<file path="src/rtl/frt_pkg.sv">
// Shared constants for the free-running timer core
package frt_pkg;
  // ==========================================================
  // Register indices; byte address on the bus is four times the index
  localparam logic [7:0] IDX_CONTROL = 8'h12;
  localparam logic [7:0] IDX_FLAGS = 8'h13;
  localparam logic [7:0] IDX_CAP_HI = 8'h14;
  localparam logic [7:0] IDX_CAP_LO = 8'h15;
  localparam logic [7:0] IDX_CMP_HI = 8'h16;
  localparam logic [7:0] IDX_CMP_LO = 8'h17;
  localparam logic [7:0] IDX_MAIN_HI = 8'h18;
  localparam logic [7:0] IDX_MAIN_LO = 8'h19;
  localparam logic [7:0] IDX_ALT_HI = 8'h1A;
  localparam logic [7:0] IDX_ALT_LO = 8'h1B;
  // ==========================================================
  // Control and flag bit positions
  localparam int CAP_BIT = 7;
  localparam int CMP_BIT = 6;
  localparam int OVF_BIT = 5;
  localparam int EDGE_BIT = 1;
  localparam int LEVEL_BIT = 0;
  localparam logic [7:0] CONTROL_RW_MASK = 8'hE3;
  localparam logic [7:0] CONTROL_RESET = 8'h00;
  // ==========================================================
  // Counter constants
  localparam logic [15:0] COUNT_RESET = 16'hFFFC;
  localparam logic [15:0] COUNT_LAST = 16'hFFFF;
  localparam int PRESCALE_DIV = 4;
  localparam int STARTUP_DEFAULT = 64;
endpackage

</file>
<file path="src/rtl/frt_edge_sync.sv">
// Two-stage pin synchroniser with rise and fall pulses
`timescale 1ns/10ps
`default_nettype none
module frt_edge_sync
(
  // Clock and reset
  input wire logic clk_i,
  input wire logic rst_i,
  // Pin and edge pulses
  input wire logic pin_i,
  output logic rise_o,
  output logic fall_o
);
  logic meta_r;
  logic sync_r;
  logic last_r;
  logic [2:0] fill_r;

  // First stage feeds only the second
  always_ff @(posedge clk_i)
  begin
    if (rst_i)
    begin
      meta_r <= 1'b0;
      sync_r <= 1'b0;
      last_r <= 1'b0;
    end
    else
    begin
      meta_r <= pin_i;
      sync_r <= meta_r;
      last_r <= sync_r;
    end
  end

  // Pin idles high or low; no edge until every stage holds a real pin sample
  always_ff @(posedge clk_i)
  begin
    if (rst_i)
      fill_r <= '0;
    else
      fill_r <= {fill_r[1:0], 1'b1};
  end

  assign rise_o = fill_r[2] && sync_r && !last_r;
  assign fall_o = fill_r[2] && !sync_r && last_r;
endmodule
`default_nettype wire

</file>
<file path="src/rtl/frt_prescaler.sv">
// Fixed divide-by-N prescaler producing one tick per N clocks
`timescale 1ns/10ps
`default_nettype none
module frt_prescaler
  import frt_pkg::*;
#(
  parameter int DIV = PRESCALE_DIV
)
(
  // Clock and reset
  input wire logic clk_i,
  input wire logic rst_i,
  // Control and tick
  input wire logic run_i,
  output logic tick_o
);
  logic [$clog2(DIV)-1:0] div_r;
  localparam logic [$clog2(DIV)-1:0] DIV_LAST = $clog2(DIV)'(DIV - 1);

  always_ff @(posedge clk_i)
  begin
    if (rst_i || !run_i)
      div_r <= '0;
    else
      div_r <= (div_r == DIV_LAST) ? '0 : div_r + 1'b1;
  end

  assign tick_o = run_i && (div_r == DIV_LAST);
endmodule
`default_nettype wire

</file>
<file path="src/rtl/frt_timer_core.sv">
// Free-running timer core with APB register access
// Functional notes
// - Counter advances once every four bus clocks through a fixed prescaler.
// - Reset loads FFFC into the counter; software can never write it.
// - After reset the counter holds its preset until start-up delay elapses.
// - Increments happen on prescaler ticks only; reads never alter the count.
// - Wrap from FFFF to 0000 sets overflow flag, interrupting if enabled.
// - Counter readable at main pair 18/19 and alternate 1A/1B, high first.
// - Low-byte read without prior high read returns the live count.
// - High read buffers low byte once; next low read returns buffer, ends.
// - Alternate low read never clears overflow; otherwise same as main pair.
// - High-byte access suspends that function until its low byte is accessed.
// - Control at 12: enables bits 7..5, zeros 4..2, edge bit 1, level bit 0.
// - Enables and level are read/write, reset to zero; enables gate interrupts.
// - Edge select 1 captures on rising edge, 0 on falling edge.
// - On next compare match the level bit drives the compare output pin.
// - Status at 13 is read-only flags; a set flag interrupts if enabled.
// - Capture flag sets per capture; clears by status read then capture low read.
// - Compare flag sets per match; clears by status read then compare low access.
// - Overflow flag clears by status access then main counter low read.
// - Valid capture edge latches the count into read-only capture at 14/15.
// - Compare register is checked against the count; a match sets compare flag.
//
// Chosen here: the APB slave port.
`timescale 1ns/10ps
`default_nettype none
module frt_timer_core
  import frt_pkg::*;
#(
  parameter int STARTUP_CYCLES = STARTUP_DEFAULT,
  parameter int ADDR_W = 8
)
(
  // Clock and reset
  input wire logic clk_i,
  input wire logic rst_i,
  // APB slave
  input wire logic psel_i,
  input wire logic penable_i,
  input wire logic pwrite_i,
  input wire logic [ADDR_W-1:0] paddr_i,
  input wire logic [31:0] pwdata_i,
  output logic [31:0] prdata_o,
  output logic pready_o,
  output logic pslverr_o,
  // Timer pins and interrupt
  input wire logic capture_input_pin_i,
  output logic compare_output_pin_o,
  output logic irq_o
);
  // ==========================================================
  // Address decode
  function automatic logic hit(input logic [ADDR_W-1:0] a, input logic [7:0] idx);
    hit = (a == ADDR_W'({idx, 2'b00}));
  endfunction

  logic setup;
  logic done;
  logic rd_done;
  logic wr_done;
  assign setup = psel_i && !penable_i;
  assign done = psel_i && penable_i && pready_o;
  assign rd_done = done && !pwrite_i;
  assign wr_done = done && pwrite_i;

  // ==========================================================
  // State
  logic [15:0] count_r;
  logic [7:0] control_r;
  logic [7:0] flags_r;
  logic [7:0] armed_r;
  logic [7:0] buffer_r;
  logic buf_pend_r;
  logic [7:0] snap_lo_r;
  logic [15:0] capture_r;
  logic cap_hold_r;
  logic [15:0] compare_r;
  logic cmp_hold_r;
  logic cmp_chk_r;
  logic started_r;
  logic [$clog2(STARTUP_CYCLES+1)-1:0] start_cnt_r;
  logic tick;
  logic cap_rise;
  logic cap_fall;
  logic cap_event;
  logic cmp_hit;
  logic ovf_event;

  // ==========================================================
  // Prescaler and pin synchroniser
  frt_prescaler #(.DIV(PRESCALE_DIV)) u_presc
  (
    .clk_i(clk_i),
    .rst_i(rst_i),
    .run_i(started_r),
    .tick_o(tick)
  );

  frt_edge_sync u_cap_sync
  (
    .clk_i(clk_i),
    .rst_i(rst_i),
    .pin_i(capture_input_pin_i),
    .rise_o(cap_rise),
    .fall_o(cap_fall)
  );

  // ==========================================================
  // Start-up delay; counter frozen at its preset until it ends
  always_ff @(posedge clk_i)
  begin
    if (rst_i)
    begin
      start_cnt_r <= '0;
      started_r <= 1'b0;
    end
    else if (!started_r)
    begin
      start_cnt_r <= start_cnt_r + 1'b1;
      started_r <= (start_cnt_r == $bits(start_cnt_r)'(STARTUP_CYCLES - 1));
    end
  end

  // ==========================================================
  // Free-running counter; no write path exists
  // Single-edge design: the increment lands on the tick edge, standing in for the low phase
  always_ff @(posedge clk_i)
  begin
    if (rst_i)
      count_r <= COUNT_RESET;
    else if (tick)
      count_r <= count_r + 16'h0001;
  end

  assign ovf_event = tick && (count_r == COUNT_LAST);

  // ==========================================================
  // Control register
  always_ff @(posedge clk_i)
  begin
    if (rst_i)
      control_r <= CONTROL_RESET;
    else if (wr_done && hit(paddr_i, IDX_CONTROL))
      control_r <= pwdata_i[7:0] & CONTROL_RW_MASK;
  end

  // ==========================================================
  // Input capture; a pending high-byte read blocks the transfer
  assign cap_event = control_r[EDGE_BIT] ? cap_rise : cap_fall;

  always_ff @(posedge clk_i)
  begin
    if (rst_i)
      capture_r <= '0;
    else if (cap_event && !cap_hold_r)
      capture_r <= count_r;
  end

  always_ff @(posedge clk_i)
  begin
    if (rst_i)
      cap_hold_r <= 1'b0;
    else if (rd_done && hit(paddr_i, IDX_CAP_HI))
      cap_hold_r <= 1'b1;
    else if (rd_done && hit(paddr_i, IDX_CAP_LO))
      cap_hold_r <= 1'b0;
  end

  // ==========================================================
  // Output compare; checked the cycle after each count step
  always_ff @(posedge clk_i)
  begin
    if (rst_i)
      compare_r <= '0;
    else if (wr_done && hit(paddr_i, IDX_CMP_HI))
      compare_r[15:8] <= pwdata_i[7:0];
    else if (wr_done && hit(paddr_i, IDX_CMP_LO))
      compare_r[7:0] <= pwdata_i[7:0];
  end

  always_ff @(posedge clk_i)
  begin
    if (rst_i)
      cmp_hold_r <= 1'b0;
    else if (wr_done && hit(paddr_i, IDX_CMP_HI))
      cmp_hold_r <= 1'b1;
    else if (done && hit(paddr_i, IDX_CMP_LO))
      cmp_hold_r <= 1'b0;
  end

  always_ff @(posedge clk_i)
  begin
    if (rst_i)
      cmp_chk_r <= 1'b0;
    else
      cmp_chk_r <= tick;
  end

  assign cmp_hit = cmp_chk_r && !cmp_hold_r && (count_r == compare_r);

  always_ff @(posedge clk_i)
  begin
    if (rst_i)
      compare_output_pin_o <= 1'b0;
    else if (cmp_hit)
      compare_output_pin_o <= control_r[LEVEL_BIT];
  end

  // ==========================================================
  // Flags: set wins over clear; clear needs an armed bit
  logic [7:0] set_vec;
  logic [7:0] clr_vec;
  always_comb
  begin
    set_vec = '0;
    set_vec[CAP_BIT] = cap_event && !cap_hold_r;
    set_vec[CMP_BIT] = cmp_hit;
    set_vec[OVF_BIT] = ovf_event;
    clr_vec = '0;
    clr_vec[CAP_BIT] = rd_done && hit(paddr_i, IDX_CAP_LO);
    clr_vec[CMP_BIT] = done && hit(paddr_i, IDX_CMP_LO);
    clr_vec[OVF_BIT] = rd_done && hit(paddr_i, IDX_MAIN_LO);
    clr_vec = clr_vec & armed_r;
  end

  always_ff @(posedge clk_i)
  begin
    if (rst_i)
      flags_r <= '0;
    else
      flags_r <= (flags_r & ~clr_vec) | set_vec;
  end

  // Arms from the value the status read returned, so later sets survive
  always_ff @(posedge clk_i)
  begin
    if (rst_i)
      armed_r <= '0;
    else if (done && hit(paddr_i, IDX_FLAGS))
      armed_r <= pwrite_i ? flags_r : prdata_o[7:0];
    else
      armed_r <= armed_r & ~clr_vec;
  end

  always_ff @(posedge clk_i)
  begin
    if (rst_i)
      irq_o <= 1'b0;
    else
      irq_o <= |(flags_r & control_r & {3'b111, 5'b00000});
  end

  // ==========================================================
  // Coherent counter read buffer, shared by both pairs
  logic cnt_hi_sel;
  logic cnt_lo_sel;
  assign cnt_hi_sel = hit(paddr_i, IDX_MAIN_HI) || hit(paddr_i, IDX_ALT_HI);
  assign cnt_lo_sel = hit(paddr_i, IDX_MAIN_LO) || hit(paddr_i, IDX_ALT_LO);

  always_ff @(posedge clk_i)
  begin
    if (rst_i)
    begin
      buf_pend_r <= 1'b0;
      buffer_r <= '0;
    end
    else if (rd_done && cnt_hi_sel && !buf_pend_r)
    begin
      buf_pend_r <= 1'b1;
      buffer_r <= snap_lo_r;
    end
    else if (rd_done && cnt_lo_sel)
      buf_pend_r <= 1'b0;
  end

  // ==========================================================
  // APB read path; data and ready sampled in the setup cycle
  logic [7:0] rd_byte;
  logic mapped;
  always_comb
  begin
    rd_byte = '0;
    mapped = 1'b1;
    unique case (1'b1)
      hit(paddr_i, IDX_CONTROL): rd_byte = control_r;
      hit(paddr_i, IDX_FLAGS): rd_byte = flags_r;
      hit(paddr_i, IDX_CAP_HI): rd_byte = capture_r[15:8];
      hit(paddr_i, IDX_CAP_LO): rd_byte = capture_r[7:0];
      hit(paddr_i, IDX_CMP_HI): rd_byte = compare_r[15:8];
      hit(paddr_i, IDX_CMP_LO): rd_byte = compare_r[7:0];
      cnt_hi_sel: rd_byte = count_r[15:8];
      cnt_lo_sel: rd_byte = buf_pend_r ? buffer_r : count_r[7:0];
      default: mapped = 1'b0;
    endcase
  end

  always_ff @(posedge clk_i)
  begin
    if (rst_i)
    begin
      prdata_o <= '0;
      pready_o <= 1'b0;
      pslverr_o <= 1'b0;
      snap_lo_r <= '0;
    end
    else
    begin
      pready_o <= setup;
      if (setup)
      begin
        prdata_o <= pwrite_i ? 32'h0000_0000 : {24'h00_0000, rd_byte};
        pslverr_o <= !mapped;
        snap_lo_r <= count_r[7:0];
      end
      else if (done)
        pslverr_o <= 1'b0;
    end
  end
endmodule
`default_nettype wire

</file>
<file path="config.mk">
export PLATFORM = sky130hd
export DESIGN_NAME = frt_timer_core
export DESIGN_NICKNAME = d
export VERILOG_FILES = /design/src/rtl/frt_pkg.sv /design/src/rtl/frt_edge_sync.sv /design/src/rtl/frt_prescaler.sv /design/src/rtl/frt_timer_core.sv
export SDC_FILE = /design/constraint.sdc
export NUM_CORES = 1
export LEC_CHECK = 0
export ABC_AREA = 0
export ABC_CLOCK_PERIOD_IN_PS = 2350
export BUFFER_PORTS_ARGS = -buffer_cell sky130_fd_sc_hd__buf_4
export CORE_MARGIN = 2
export CORE_UTILIZATION = 50
export CTS_CLUSTER_DIAMETER = 30
export DETAILED_ROUTE_END_ITERATION = 12
export GPL_TIMING_DRIVEN = 1
export PLACE_DENSITY = 0.72
export SKIP_CTS_REPAIR_TIMING = 1
export SLEW_MARGIN = 15
export SYNTH_ARGS = -nofsm -noshare
export SYNTH_HDL_FRONTEND = slang
export SYNTH_SLANG_ARGS = --single-unit
</file>
<file path="constraint.sdc">
create_clock -name clk_i -period 2.35 [get_ports clk_i]
set_clock_uncertainty 0.2 [all_clocks]
set_input_delay 0.3525 -clock clk_i [delete_from_list [all_inputs] [get_ports clk_i]]
set_output_delay 0.3525 -clock clk_i [all_outputs]
set_load 0.005 [all_outputs]
</file>
=== After elaboration in Yosys (flattened, before gate mapping) ===
Cells that the tools add are included.

* Add/subtract/negate cells: 3
* Eq/ne operators: 14
* Mux-type cells: 17
* Bitwise gates (word level): 7
* Reduce and logical (&&, ||, !) cells: 45

{| class="wikitable"
|+ Operator list
! kind !! count
|-
| == test 8 x 7 -> 1 bit, second input constant || 10
|-
| one-hot mux 8 bit (8 select lines) || 1
|-
| bitwise AND 8 bit || 4
|-
| 2-to-1 mux 8 bit || 4
|-
| logical AND 1 bit || 25
|-
| adder 16 x 1 -> 16 bit, second input constant || 1
|-
| == test 16 bit || 1
|-
| == test 16 bit, second input constant || 1
|-
| 2-to-1 mux 1 bit || 12
|-
| zero test 1 bit || 9
|-
| inverter 8 bit || 1
|-
| bitwise OR 8 bit || 1
|-
| nonzero test 2 bit || 4
|-
| OR reduction 8 bit || 1
|-
| adder 7 x 1 -> 7 bit, second input constant || 1
|-
| == test 7 x 6 -> 1 bit, second input constant || 1
|-
| logical OR 1 bit || 3
|-
| OR reduction 3 bit || 1
|-
| adder 2 x 1 -> 2 bit, second input constant || 1
|-
| == test 2 bit, second input constant || 1
|-
| AND reduction 2 bit || 1
|-
| OR reduction 2 bit || 1
|-
| inverter 1 bit || 1
|}

* Register bits: 141
* Bits of input ports: 46
* Output and inout port bits: 36
* Word-level logic and storage cells: 112

=== Logic depth before layout (Yosys ltp) ===
Gate-level depths: netlist of the first run.

* Depth in word-level cells: 8
* Gate-level depth with buffers: 7
* Mapped depth without buffers: 6

=== Modules after synthesis ===
From an unflattened synthesis of the first run, not the netlist that was laid out.

* Cell total of the unflattened synthesis: 546
* Area, all modules: 5016.1 µm²

{| class="wikitable"
|+ Modules (own cells, without submodules)
! module !! instances !! cells an instance !! area each (µm²) !! seq. area each (µm²)
|-
| frt_timer_core || 1 || 526 || 4757.1 || 1981.9
|-
| frt_edge_sync || 1 || 14 || 172.7 || 120.1
|-
| frt_prescaler || 1 || 6 || 86.3 || 40.0
|}

=== Worst setup path before layout of the first run ===
Ideal clock, no wire load.

* Path kind: input to register
* Start point: in paddr_i[2]
* End point: reg compare_r[0]
* Setup time: 0.132 ns
* Data arrival time: 1.549 ns
* Data required time: 2.018 ns
* Path slack: 0.469 ns
* Stages on the path: 7
* Path buffers: 3
* Cells stage by stage: buf_6 -> or3b_1 -> buf_6 -> or3_4 -> buf_6 -> nand2_1 -> a21oi_1

* Longest elaborated chain between the ends: 4
* Elaborated cells on any way between the ends: 6
* Those cells by class: 2 x eq/ne; 1 x bitwise; 3 x reduce/logical

{| class="wikitable"
|+ Ends and longest elaborated chain
! what !! line !! RTL
|-
| from (decl) || frt_timer_core.sv:41 || <nowiki>input wire logic [ADDR_W-1:0] paddr_i,</nowiki>
|-
| == test 8 x 7 -> 1 bit || frt_timer_core.sv:54 || <nowiki>hit = (a == ADDR_W'({idx, 2'b00}));</nowiki>
|-
| logical AND 1 bit || frt_timer_core.sv:175 || <nowiki>else if (wr_done && hit(paddr_i, IDX_CMP_HI))</nowiki>
|-
| inverter 1 bit (no source line) || n/a ||
|-
| AND reduction 2 bit (no source line) (*) || n/a ||
|-
| to (signal assigned) || frt_timer_core.sv:178 || <nowiki>compare_r[7:0] <= pwdata_i[7:0];</nowiki>
|-
| to (decl) || frt_timer_core.sv:77 || <nowiki>logic [15:0] compare_r;</nowiki>
|}

Mark *: on every way between the ends. The rest lies on a longest branch, timed or not.
A chain may end at the register's enable or synchronous reset.

=== Final worst setup path of the first run ===
* Start point: reg count_r[4]
* End point: reg compare_output_pin_o

* Longest elaborated chain between the ends: 2

{| class="wikitable"
|+ Ends and longest elaborated chain
! what !! line !! RTL
|-
| from (decl) || frt_timer_core.sv:68 || <nowiki>logic [15:0] count_r;</nowiki>
|-
| from (signal assigned) || frt_timer_core.sv:132 || <nowiki>count_r <= count_r + 16'h0001;</nowiki>
|-
| == test 16 bit || frt_timer_core.sv:199 || <nowiki>assign cmp_hit = cmp_chk_r && !cmp_hold_r && (count_r == compare_r);</nowiki>
|-
| logical AND 1 bit || frt_timer_core.sv:199 ||
|-
| to (signal assigned) || frt_timer_core.sv:206 || <nowiki>compare_output_pin_o <= control_r[LEVEL_BIT];</nowiki>
|-
| to (decl) || frt_timer_core.sv:48 || <nowiki>output logic compare_output_pin_o,</nowiki>
|}

Every way passes these cells.

==> results of run 1 <==
[critical path, cell delays in order (launching register included)]
cell and delay (ns):
dfxtp_1 0.57, xnor2_1 0.17, nand4_1 0.15, nor4b_1 0.44, a21boi_0 0.20, o21a_1 0.22
[metrics by stage]
| step | cell area, sq um | total power, mW | setup WS (ns) | cells | hold WS (ns) |
|---|---|---|---|---|---|
| after global routing | 5570 | 3.34 | 0.204 | 742 | 0.00498 |
| final | 5570 | 3.21 | 0.306 | 742 | 0.0265 |
| after CTS | 5560 | 3.24 | 0.312 | 741 | -0.0221 |
| after global placement | 5350 | 2.06 | 0.259 | 725 | 0.213 |
| after floorplan | 5130 | 2.02 | 0.469 | 600 | 0.205 |
| after detailed placement | 5350 | 2.06 | 0.237 | 725 | 0.222 |
[cells by family (layout without fill, tap and decap cells)]
kind of cell | Yosys count | count (layout) | share of synthesized area, %
other | 1 | 24 | 0.0743
multiplexers | 52 | 52 | 10.7
AO/OA/AOI/OAI | 77 | 77 | 9.65
XOR/XNOR | 34 | 34 | 5.90
AND/OR/NAND/NOR | 238 | 238 | 23.2
buffers and inverters | 65 | 74 | 7.24
flip-flops | 107 | 107 | 42.5
adder cells (fa/ha/maj) | 3 | 3 | 0.744
[metal layers]
layer | part of all wire, % | track usage (%) | vias up
met5 | 0 | 0 | -
met4 | 1.3 | 5.79 | 0
met3 | 8.0 | 5.89 | 16
met2 | 48 | 38.0 | 175
met1 | 43 | 29.6 | 1951
li1 | - | - | 1999
[cell type report]
cell class / instances / area, sq um
clock buffer: 12 / 155
clock inverter: 4 / 56.3
fill: 881 / 4210
inverter: 4 / 15.0
multi-input combinational: 428 / 2620
sequential: 107 / 2140
tap: 133 / 166
timing repair buffer: 54 / 408
[state kept, by name, summed over array words and instances, names as in the netlist, 2 cells and up]
register           cells
snap_lo_r              8
u_cap_sync.fill_r      3
count_r               16
u_presc.div_r          2
armed_r                3
control_r              5
compare_r             16
buffer_r               8
start_cnt_r            7
flags_r                3
capture_r             16
prdata_o               8
[cell usage after synthesis (5+ instances only)]
library cell / instances / share of area, %
dfxtp_1: 107 / 42
mux2i_1: 48 / 9.5
o21ai_0: 12 / 1.2
a222oi_1: 5 / 0.99
nand3_1: 14 / 1.4
nor3_1: 8 / 0.79
nor2b_1: 11 / 1.4
buf_4: 24 / 3.6
o22ai_1: 5 / 0.62
nand4_1: 10 / 1.2
or3_1: 7 / 0.87
a21oi_1: 33 / 3.3
nand2_1: 88 / 6.5
xor2_1: 11 / 1.9
clkbuf_1: 24 / 1.8
nor2_1: 64 / 4.8
buf_2: 7 / 0.69
xnor2_1: 23 / 4.0
a32oi_1: 5 / 0.87
[power breakdown]
group          internal [mW]  total [mW]  switching, mW
clock                  0.562        1.19          0.626
combinational         0.0699       0.183          0.113
sequential              1.83        1.84         0.0103
total                   2.46        3.21          0.750
[worst paths after layout]
check,to,startpoint
worst min register to register,u_presc.div_r[0],u_presc.div_r[0]
worst min-delay path,compare_r[2],pwdata_i[2]
worst max-delay path,compare_output_pin_o,count_r[4]
worst max register to register,compare_output_pin_o,count_r[4]
==> out/metrics.yaml, run 1 <==
timing.fmax_ghz: 0.489
drt_iter0_drc: 400
cp_max_fo: 9
num_vias: 4141
synth_edf_count: 0
io_pins: 82
synth_async_sr_flop_share_pct: 0
layout_common_cells: "dfxtp_1 (107), nand2_1 (88), nor2_1 (64)"
nNetsFinal: 653
setup_violations: 0
relSlewSlack_pct: 65.4
status: "completed"
vias_per_cell: 5.58
ir_worst_vdd_uv: 512
grt_pass1_vias: 3770
slew_violations: 0
synth_cell_types: 57
core_area_sq_um: 9770
drtAntennaViolNets: 0
critPathKind: "reg -> reg"
final_layout_size_suffix_gt1_share_pct: 13.0
ff2ff_setup_slack_ns: 0.31
root_buffer: "clkbuf_8"
cap_viol_max_count: 0
min_path_type: "in -> reg"
reg2regPathDepth: 5
gp_congestion: 0.895
finalHoldViolCount: 0
wl_um: 12200
post_drt_wl_per_cell_um: 16.4
p_per_area_nw_per_um2: 577
numCtsBuffers: 9
cts_max_level: 3
synth_seq_area_share_pct: 42.5
cts_tree: "yes"
die-area_sq_um: 10900
grt_overflow_total: 0
syn_inst: 577
fp.dieW_um: 104
insertion_delay_ns: 0.38
grt_pass1_wl_um: 19600
drcViolationCount: 0
ys.flop_type: "dfxtp_1"
syn_avg_cell_area_sq_um: 8.74
antenna_cells: 0
start_util_pct: 51.6
clk_pin_slew_ns: 0.10
whs_path_depth: 3
area_delta_synth_final_pct: 10.3
grt_max_degree: 41
cts_max_path_buffers: 2
rows: 36
cts.sinks: 107
die_h_um: 104
ys_ff_latch: 107
startpoint_type: "register"
syn-cell-area_sq_um: 5040
drtPass1Iterations: 5
setup.worst_path.end_class: "register"
arrival_ns: 2.12
post-route-period-util_pct: 87.0
leakagePower_nw: 2.24
gr-usage-all-layers_pct: 22.9
finalSetupTns_ns: 0
finalCriticalPeriod_ns: 2.04
final_common_cell: "dfxtp_1"
antenna_found_initial: 0
rsz0062_at_grt: "no"
dp_hpwl_um: 8910
fin_util_pct: 57.0
synth_warnings: 0
max_slew.worst_pin.slew_ns: 0.518
port-buffer-count: 33
crit_required_ns: 2.43
No activity file was read; power rests on OpenSTA's default activity.
==> inputs of run 2 (changes only) <==
- CORE_MARGIN: 2 -> not set
==> out/metrics.yaml, run 2 (same netlist as run 1, synthesis figures left out) <==
status: "completed"
startpoint_type: "register"
setup_violations: 0  # unchanged
clockPowerShare_pct: 35.4  # -1.6 points
port-buffer-count: 33  # unchanged
vias_per_cell: 5.52  # -1.1%
ir_worst_vdd_uv: 341  # -33%
p_comb_share_pct: 5.8  # about the same
min_from: "pwdata_i[6]"
fillerInstances: 909  # +3.2%
grt_overflow_total: 0  # unchanged
finalCriticalPeriod_ns: 2.01  # -0.0334 ns
rows: 36  # unchanged
gp_congestion: 0.856  # -4.3%
grt_pass1_wl_um: 18800  # -4.0%
setup.worst_path.end_class: "register"
internal_power_mw: 2.34  # -4.9%
final_layout_size_suffix_gt1_share_pct: 13.1  # +0.16 points
antenna_found_initial: 0  # unchanged
fp.dieW_um: 102  # -1.9%
sw_frac_of_total_pct: 25.3  # +1.9 points
nNetsFinal: 653  # unchanged
p_seq_share_pct: 58.8  # +1.5 points
whs_ns: 0.0283  # +0.00176 ns
critPathSlowestCell: "dfxtp_1"
place_ws_ns: 0.228  # -0.00973 ns
drtAntennaViolNets: 0  # unchanged
grt_pass1_vias: 3772  # +0.053%
rsz0062_at_grt: "no"
die_h_um: 102  # -1.9%
setup.worst_path.start: "count_r[7]"
dp_hpwl_um: 8630  # -3.1%
cts.sinks: 107  # unchanged
core_area_sq_um: 9770  # unchanged
drcViolationCount: 0  # unchanged
io_pins: 82  # unchanged
layout_common_cells: "dfxtp_1 (107), nand2_1 (88), nor2_1 (64)"
final_common_cell: "dfxtp_1"
grt_max_degree: 59  # +44%
finalHoldViolCount: 0  # unchanged
crit_required_ns: 2.43  # about the same
cts_tree: "yes"
timing.fmax_ghz: 0.497  # +1.7%
power_mw: 3.14  # -2.4%
slew_violations: 0  # unchanged
arrival_ns: 2.09  # -0.03 ns
critPathKind: "reg -> reg"
p_per_area_nw_per_um2: 565  # -2.2%
root_buffer: "clkbuf_8"
num_vias: 4096  # -1.1%
relSlewSlack_pct: 61.7  # -3.7 points
dpl.cell_count: 725  # unchanged
cpPeakStageDelay_ns: 0.44  # -0.13 ns
finalSetupTns_ns: 0  # unchanged
min_path_type: "in -> reg"
post-route-period-util_pct: 85.6  # -1.4 points
drt_iter0_drc: 330  # -18%
drtPass1Iterations: 5  # unchanged
numCtsBuffers: 9  # unchanged
cts_max_level: 3  # unchanged
reg.largest.list: "capture_r (16), compare_r (16), count_r (16)"
stdcell_count: 742  # unchanged
wl_um: 11700  # -3.8%
start_util_pct: 51.6  # unchanged
post_drt_wl_per_cell_um: 15.8  # -3.8%
cts_max_path_buffers: 2  # unchanged
gr-usage-all-layers_pct: 23.7  # +0.86 points
cap_viol_max_count: 0  # unchanged
cp_cell_sequence: "buf_4 > xnor2_1 > nand4_1 > nor4b_1 > a21boi_0 > o21a_1"
leakagePower_nw: 2.23  # -0.37%
cp_max_fo: 6  # -3
max_slew.worst_pin.slew_ns: 0.574  # +0.0566 ns
area_delta_synth_final_pct: 10.1
clk_pin_slew_ns: 0.12  # +0.02 ns
reg2reg_from: "count_r[7]"
antenna_cells: 0  # unchanged
setup_slack_ns: 0.339  # +0.0334 ns
die-area_sq_um: 10500  # -3.8%
netSwitchingPower_uw: 792  # +5.6%
insertion_delay_ns: 0.38  # about the same
run 2: cell types whose count changed in the layout (fill, tap and decap cells not counted):
cell	delta
clkinvlp_4	+1
clkbuf_1	-1
clkinv_8	+1
bufinv_16	-1
clkbuf_8	-1
clkinv_4	-1
inv_8	+1
inv_6	+1
run 2: metal layers:
| metal | share of wire [%] | track usage (%) | up-vias | routed length, um |
|---|---|---|---|---|
| li1 | - | - | 1996 | - |
| met5 | 0 | 0 | - | 0 |
| met4 | 2.8 | 8.90 | 0 | 325 |
| met3 | 7.0 | 5.34 | 23 | 827 |
| met2 | 47 | 38.2 | 170 | 5470 |
| met1 | 44 | 31.0 | 1907 | 5110 |
run 2: worst paths after layout:
path	end	cells after the start	slack, ns
hold reg to reg	u_presc.div_r[0]	1	0.25
setup / recovery	compare_output_pin_o	6	0.34
setup reg to reg	compare_output_pin_o	6	0.34
hold / removal	control_r[6]	3	0.03
run 2: power by group through the flow:
stage	logic, mW	registers, mW	clock network, mW
6_report	0.182	1.84	1.11
5_1_grt	0.203	1.85	1.22
4_1_cts	0.179	1.84	1.14
3_5_place_dp	0.178	1.88	0
3_3_place_gp	0.175	1.88	0
2_1_floorplan	0.141	1.88	0
run 2: through the flow:
step           instance area, sq um  utilization, %
3_5_place_dp                   5350            54.7
2_1_floorplan                  5130               -
3_3_place_gp                   5350            54.7
6_report                       5550            56.8
4_1_cts                        5540            56.7
5_1_grt                        5550            56.8
run 2: cell type report:
class / count / area [sq um] / share of cell area, %
Sequential cell: 107 / 2140 / 38.6
Clock inverter: 6 / 61.3 / 1.10
Multi-Input combinational cell: 428 / 2620 / 47.2
Timing Repair Buffer: 54 / 408 / 7.34
Clock buffer: 10 / 138 / 2.48
Inverter: 4 / 15.0 / 0.270
Tap cell: 133 / 166 / 3.00
run 2: critical path, delay by kind of cell (launching register included):
family / cells / cell delay [ns]
simple gates: 2 / 0.58
flops: 1 / 0.44
compound gates: 2 / 0.35
buf+inv: 1 / 0.19
xor+xnor: 1 / 0.16
==> inputs of run 3 (changes only) <==
- RECOVER_POWER: not set -> 25
==> out/metrics.yaml, run 3 (same netlist as run 1, synthesis figures left out) <==
final_layout_size_suffix_gt1_share_pct: 12.6  # -0.49 points
root_buffer: "clkbuf_8"
relSlewSlack_pct: 26.9  # -35 points
gr-usage-all-layers_pct: 23.7  # unchanged
wl_met3_um: 766  # -7.4%
die-area_sq_um: 10500  # unchanged
cp_max_fo: 58  # +52
finalCriticalPeriod_ns: 2.01  # +0.0000710 ns
reg.largest.list: "capture_r (16), compare_r (16), count_r (16)"
ir_worst_vdd_uv: 337  # -1.4%
num_vias: 4104  # +0.20%
port-buffer-count: 33  # unchanged
finalSetupTns_ns: 0  # unchanged
gp_congestion: 0.856  # unchanged
area_delta_synth_final_pct: 9.82
timing.fmax_ghz: 0.497  # about the same
layout_common_cells: "dfxtp_1 (107), nand2_1 (88), nor2_1 (64)"
whs_path_depth: 3  # unchanged
netSwitchingPower_uw: 791  # -0.14%
post-route-period-util_pct: 85.6  # about the same
min_from: "pwdata_i[6]"
crit_family: "buffers and inverters"
reg2reg_from: "u_presc.div_r[0]"
cap_viol_max_count: 0  # unchanged
critical_path_buf_inv_count: 3  # +2
insertion_delay_ns: 0.38  # about the same
critPathSlowestCell: "clkbuf_2"
post_drt_wl_per_cell_um: 15.8  # about the same
clk_pin_slew_ns: 0.12  # about the same
core_area_sq_um: 9770  # unchanged
cpPeakStageDelay_ns: 0.83  # +0.39 ns
reg2regPathDepth: 7  # +1
grt_pass1_vias: 3772  # unchanged
leakagePower_nw: 2.22  # -0.55%
antenna_cells: 0  # unchanged
grt_overflow_total: 0  # unchanged
min_path_type: "in -> reg"
sw_frac_of_total_pct: 25.3  # about the same
placed_area_sq_um: 5350  # unchanged
min_to: "control_r[6]"
max_slew.worst_pin.slew_ns: 1.10  # +0.522 ns
fp.dieW_um: 102  # unchanged
cts_max_path_buffers: 2  # unchanged
numCtsBuffers: 9  # unchanged
setup.worst_path.end_class: "register"
fillerInstances: 913  # +0.44%
cts_max_level: 3  # unchanged
vias_per_cell: 5.53  # +0.20%
final_common_cell: "dfxtp_1"
r2r_end: "count_r[14]"
internal_power_mw: 2.34  # about the same
highest_layer: "met4"
setup_violations: 0  # unchanged
die_h_um: 102  # unchanged
critPathKind: "in -> reg"
drtPass1Iterations: 7  # +2
crit_required_ns: 2.43  # about the same
status: "completed"
grt_pass1_wl_um: 18800  # unchanged
io_pins: 82  # unchanged
startpoint_type: "primary input"
wl_um: 11700  # about the same
grt_max_degree: 59  # unchanged
finalHoldViolCount: 0  # unchanged
drt-met1-wl_um: 5200  # +1.7%
rsz0062_at_grt: "no"
p_seq_share_pct: 58.8  # about the same
ff2ff_setup_slack_ns: 0.35  # about the same
clockPowerShare_pct: 35.5  # about the same
start_util_pct: 51.6  # unchanged
fin_util_pct: 56.7  # -0.14 points
nNetsFinal: 653  # unchanged
slew_violations: 0  # unchanged
drt_iter0_drc: 347  # +5.2%
antenna_found_initial: 0  # unchanged
rows: 36  # unchanged
dr_wl_met2_um: 5450  # -0.33%
p_per_area_nw_per_um2: 565  # +0.15%
drtAntennaViolNets: 0  # unchanged
drcViolationCount: 0  # unchanged
whs_ns: 0.0288  # +0.000499 ns
dp_hpwl_um: 8630  # unchanged
final_area_sq_um: 5540  # -0.25%
cts_tree: "yes"
cp_cell_sequence: "buf_4 > clkbuf_2 > inv_1 > o21a_1"
cts.sinks: 107  # unchanged
arrival_ns: 2.09  # about the same
p_comb_share_pct: 5.7  # about the same
[run 3: how the worst max path moves through the flow]
stage | from | endpoint | slack (ns) | depth (start not counted)
6_report | rst_i | compare_output_pin_o | 0.34 | 4
5_1_grt | u_presc.div_r[0] | count_r[13] | 0.14 | 7
4_1_cts | u_presc.div_r[0] | count_r[14] | 0.34 | 7
3_5_place_dp | paddr_i[1] | buffer_r[5] | 0.23 | 6
3_3_place_gp | paddr_i[2] | flags_r[5] | 0.24 | 6
2_1_floorplan | paddr_i[2] | compare_r[0] | 0.47 | 7
[run 3: power groups by stage]
stage	Combinational, mW	Clock, mW	Sequential (mW)
3_5_place_dp	0.178	0	1.88
4_1_cts	0.179	1.14	1.84
5_1_grt	0.200	1.22	1.85
6_report	0.179	1.11	1.84
2_1_floorplan	0.141	0	1.88
3_3_place_gp	0.175	0	1.88
[run 3: stage by stage]
stage	setup WS (ns)	power [mW]	instances
after detailed placement	0.228	2.06	725
final	0.339	3.13	742
after CTS	0.342	3.16	741
after global routing	0.136	3.27	742
after global placement	0.241	2.06	725
after floorplan	0.469	2.02	600
[run 3: area by class of cell]
| cell class | count | area [sq um] | area share (%) |
|---|---|---|---|
| clock buffer | 10 | 138 | 2.48 |
| clock inverter | 6 | 61.3 | 1.11 |
| inverter | 4 | 15.0 | 0.271 |
| multi-input combinational | 428 | 2620 | 47.4 |
| sequential | 107 | 2140 | 38.7 |
| tap | 133 | 166 | 3.00 |
| timing repair buffer | 54 | 394 | 7.11 |
[run 3: worst min-delay path: cells and delay by family]
family,cells,cell delay (ns)
buf+inv,1,0.09
mux,1,0.06
simple gates,1,0.07
[run 3: layer usage]
metal / global-route usage [%] / vias up
met5: 0 / -
met4: 8.90 / 0
met3: 5.34 / 22
met2: 38.2 / 159
met1: 31.0 / 1922
li1: - / 2001
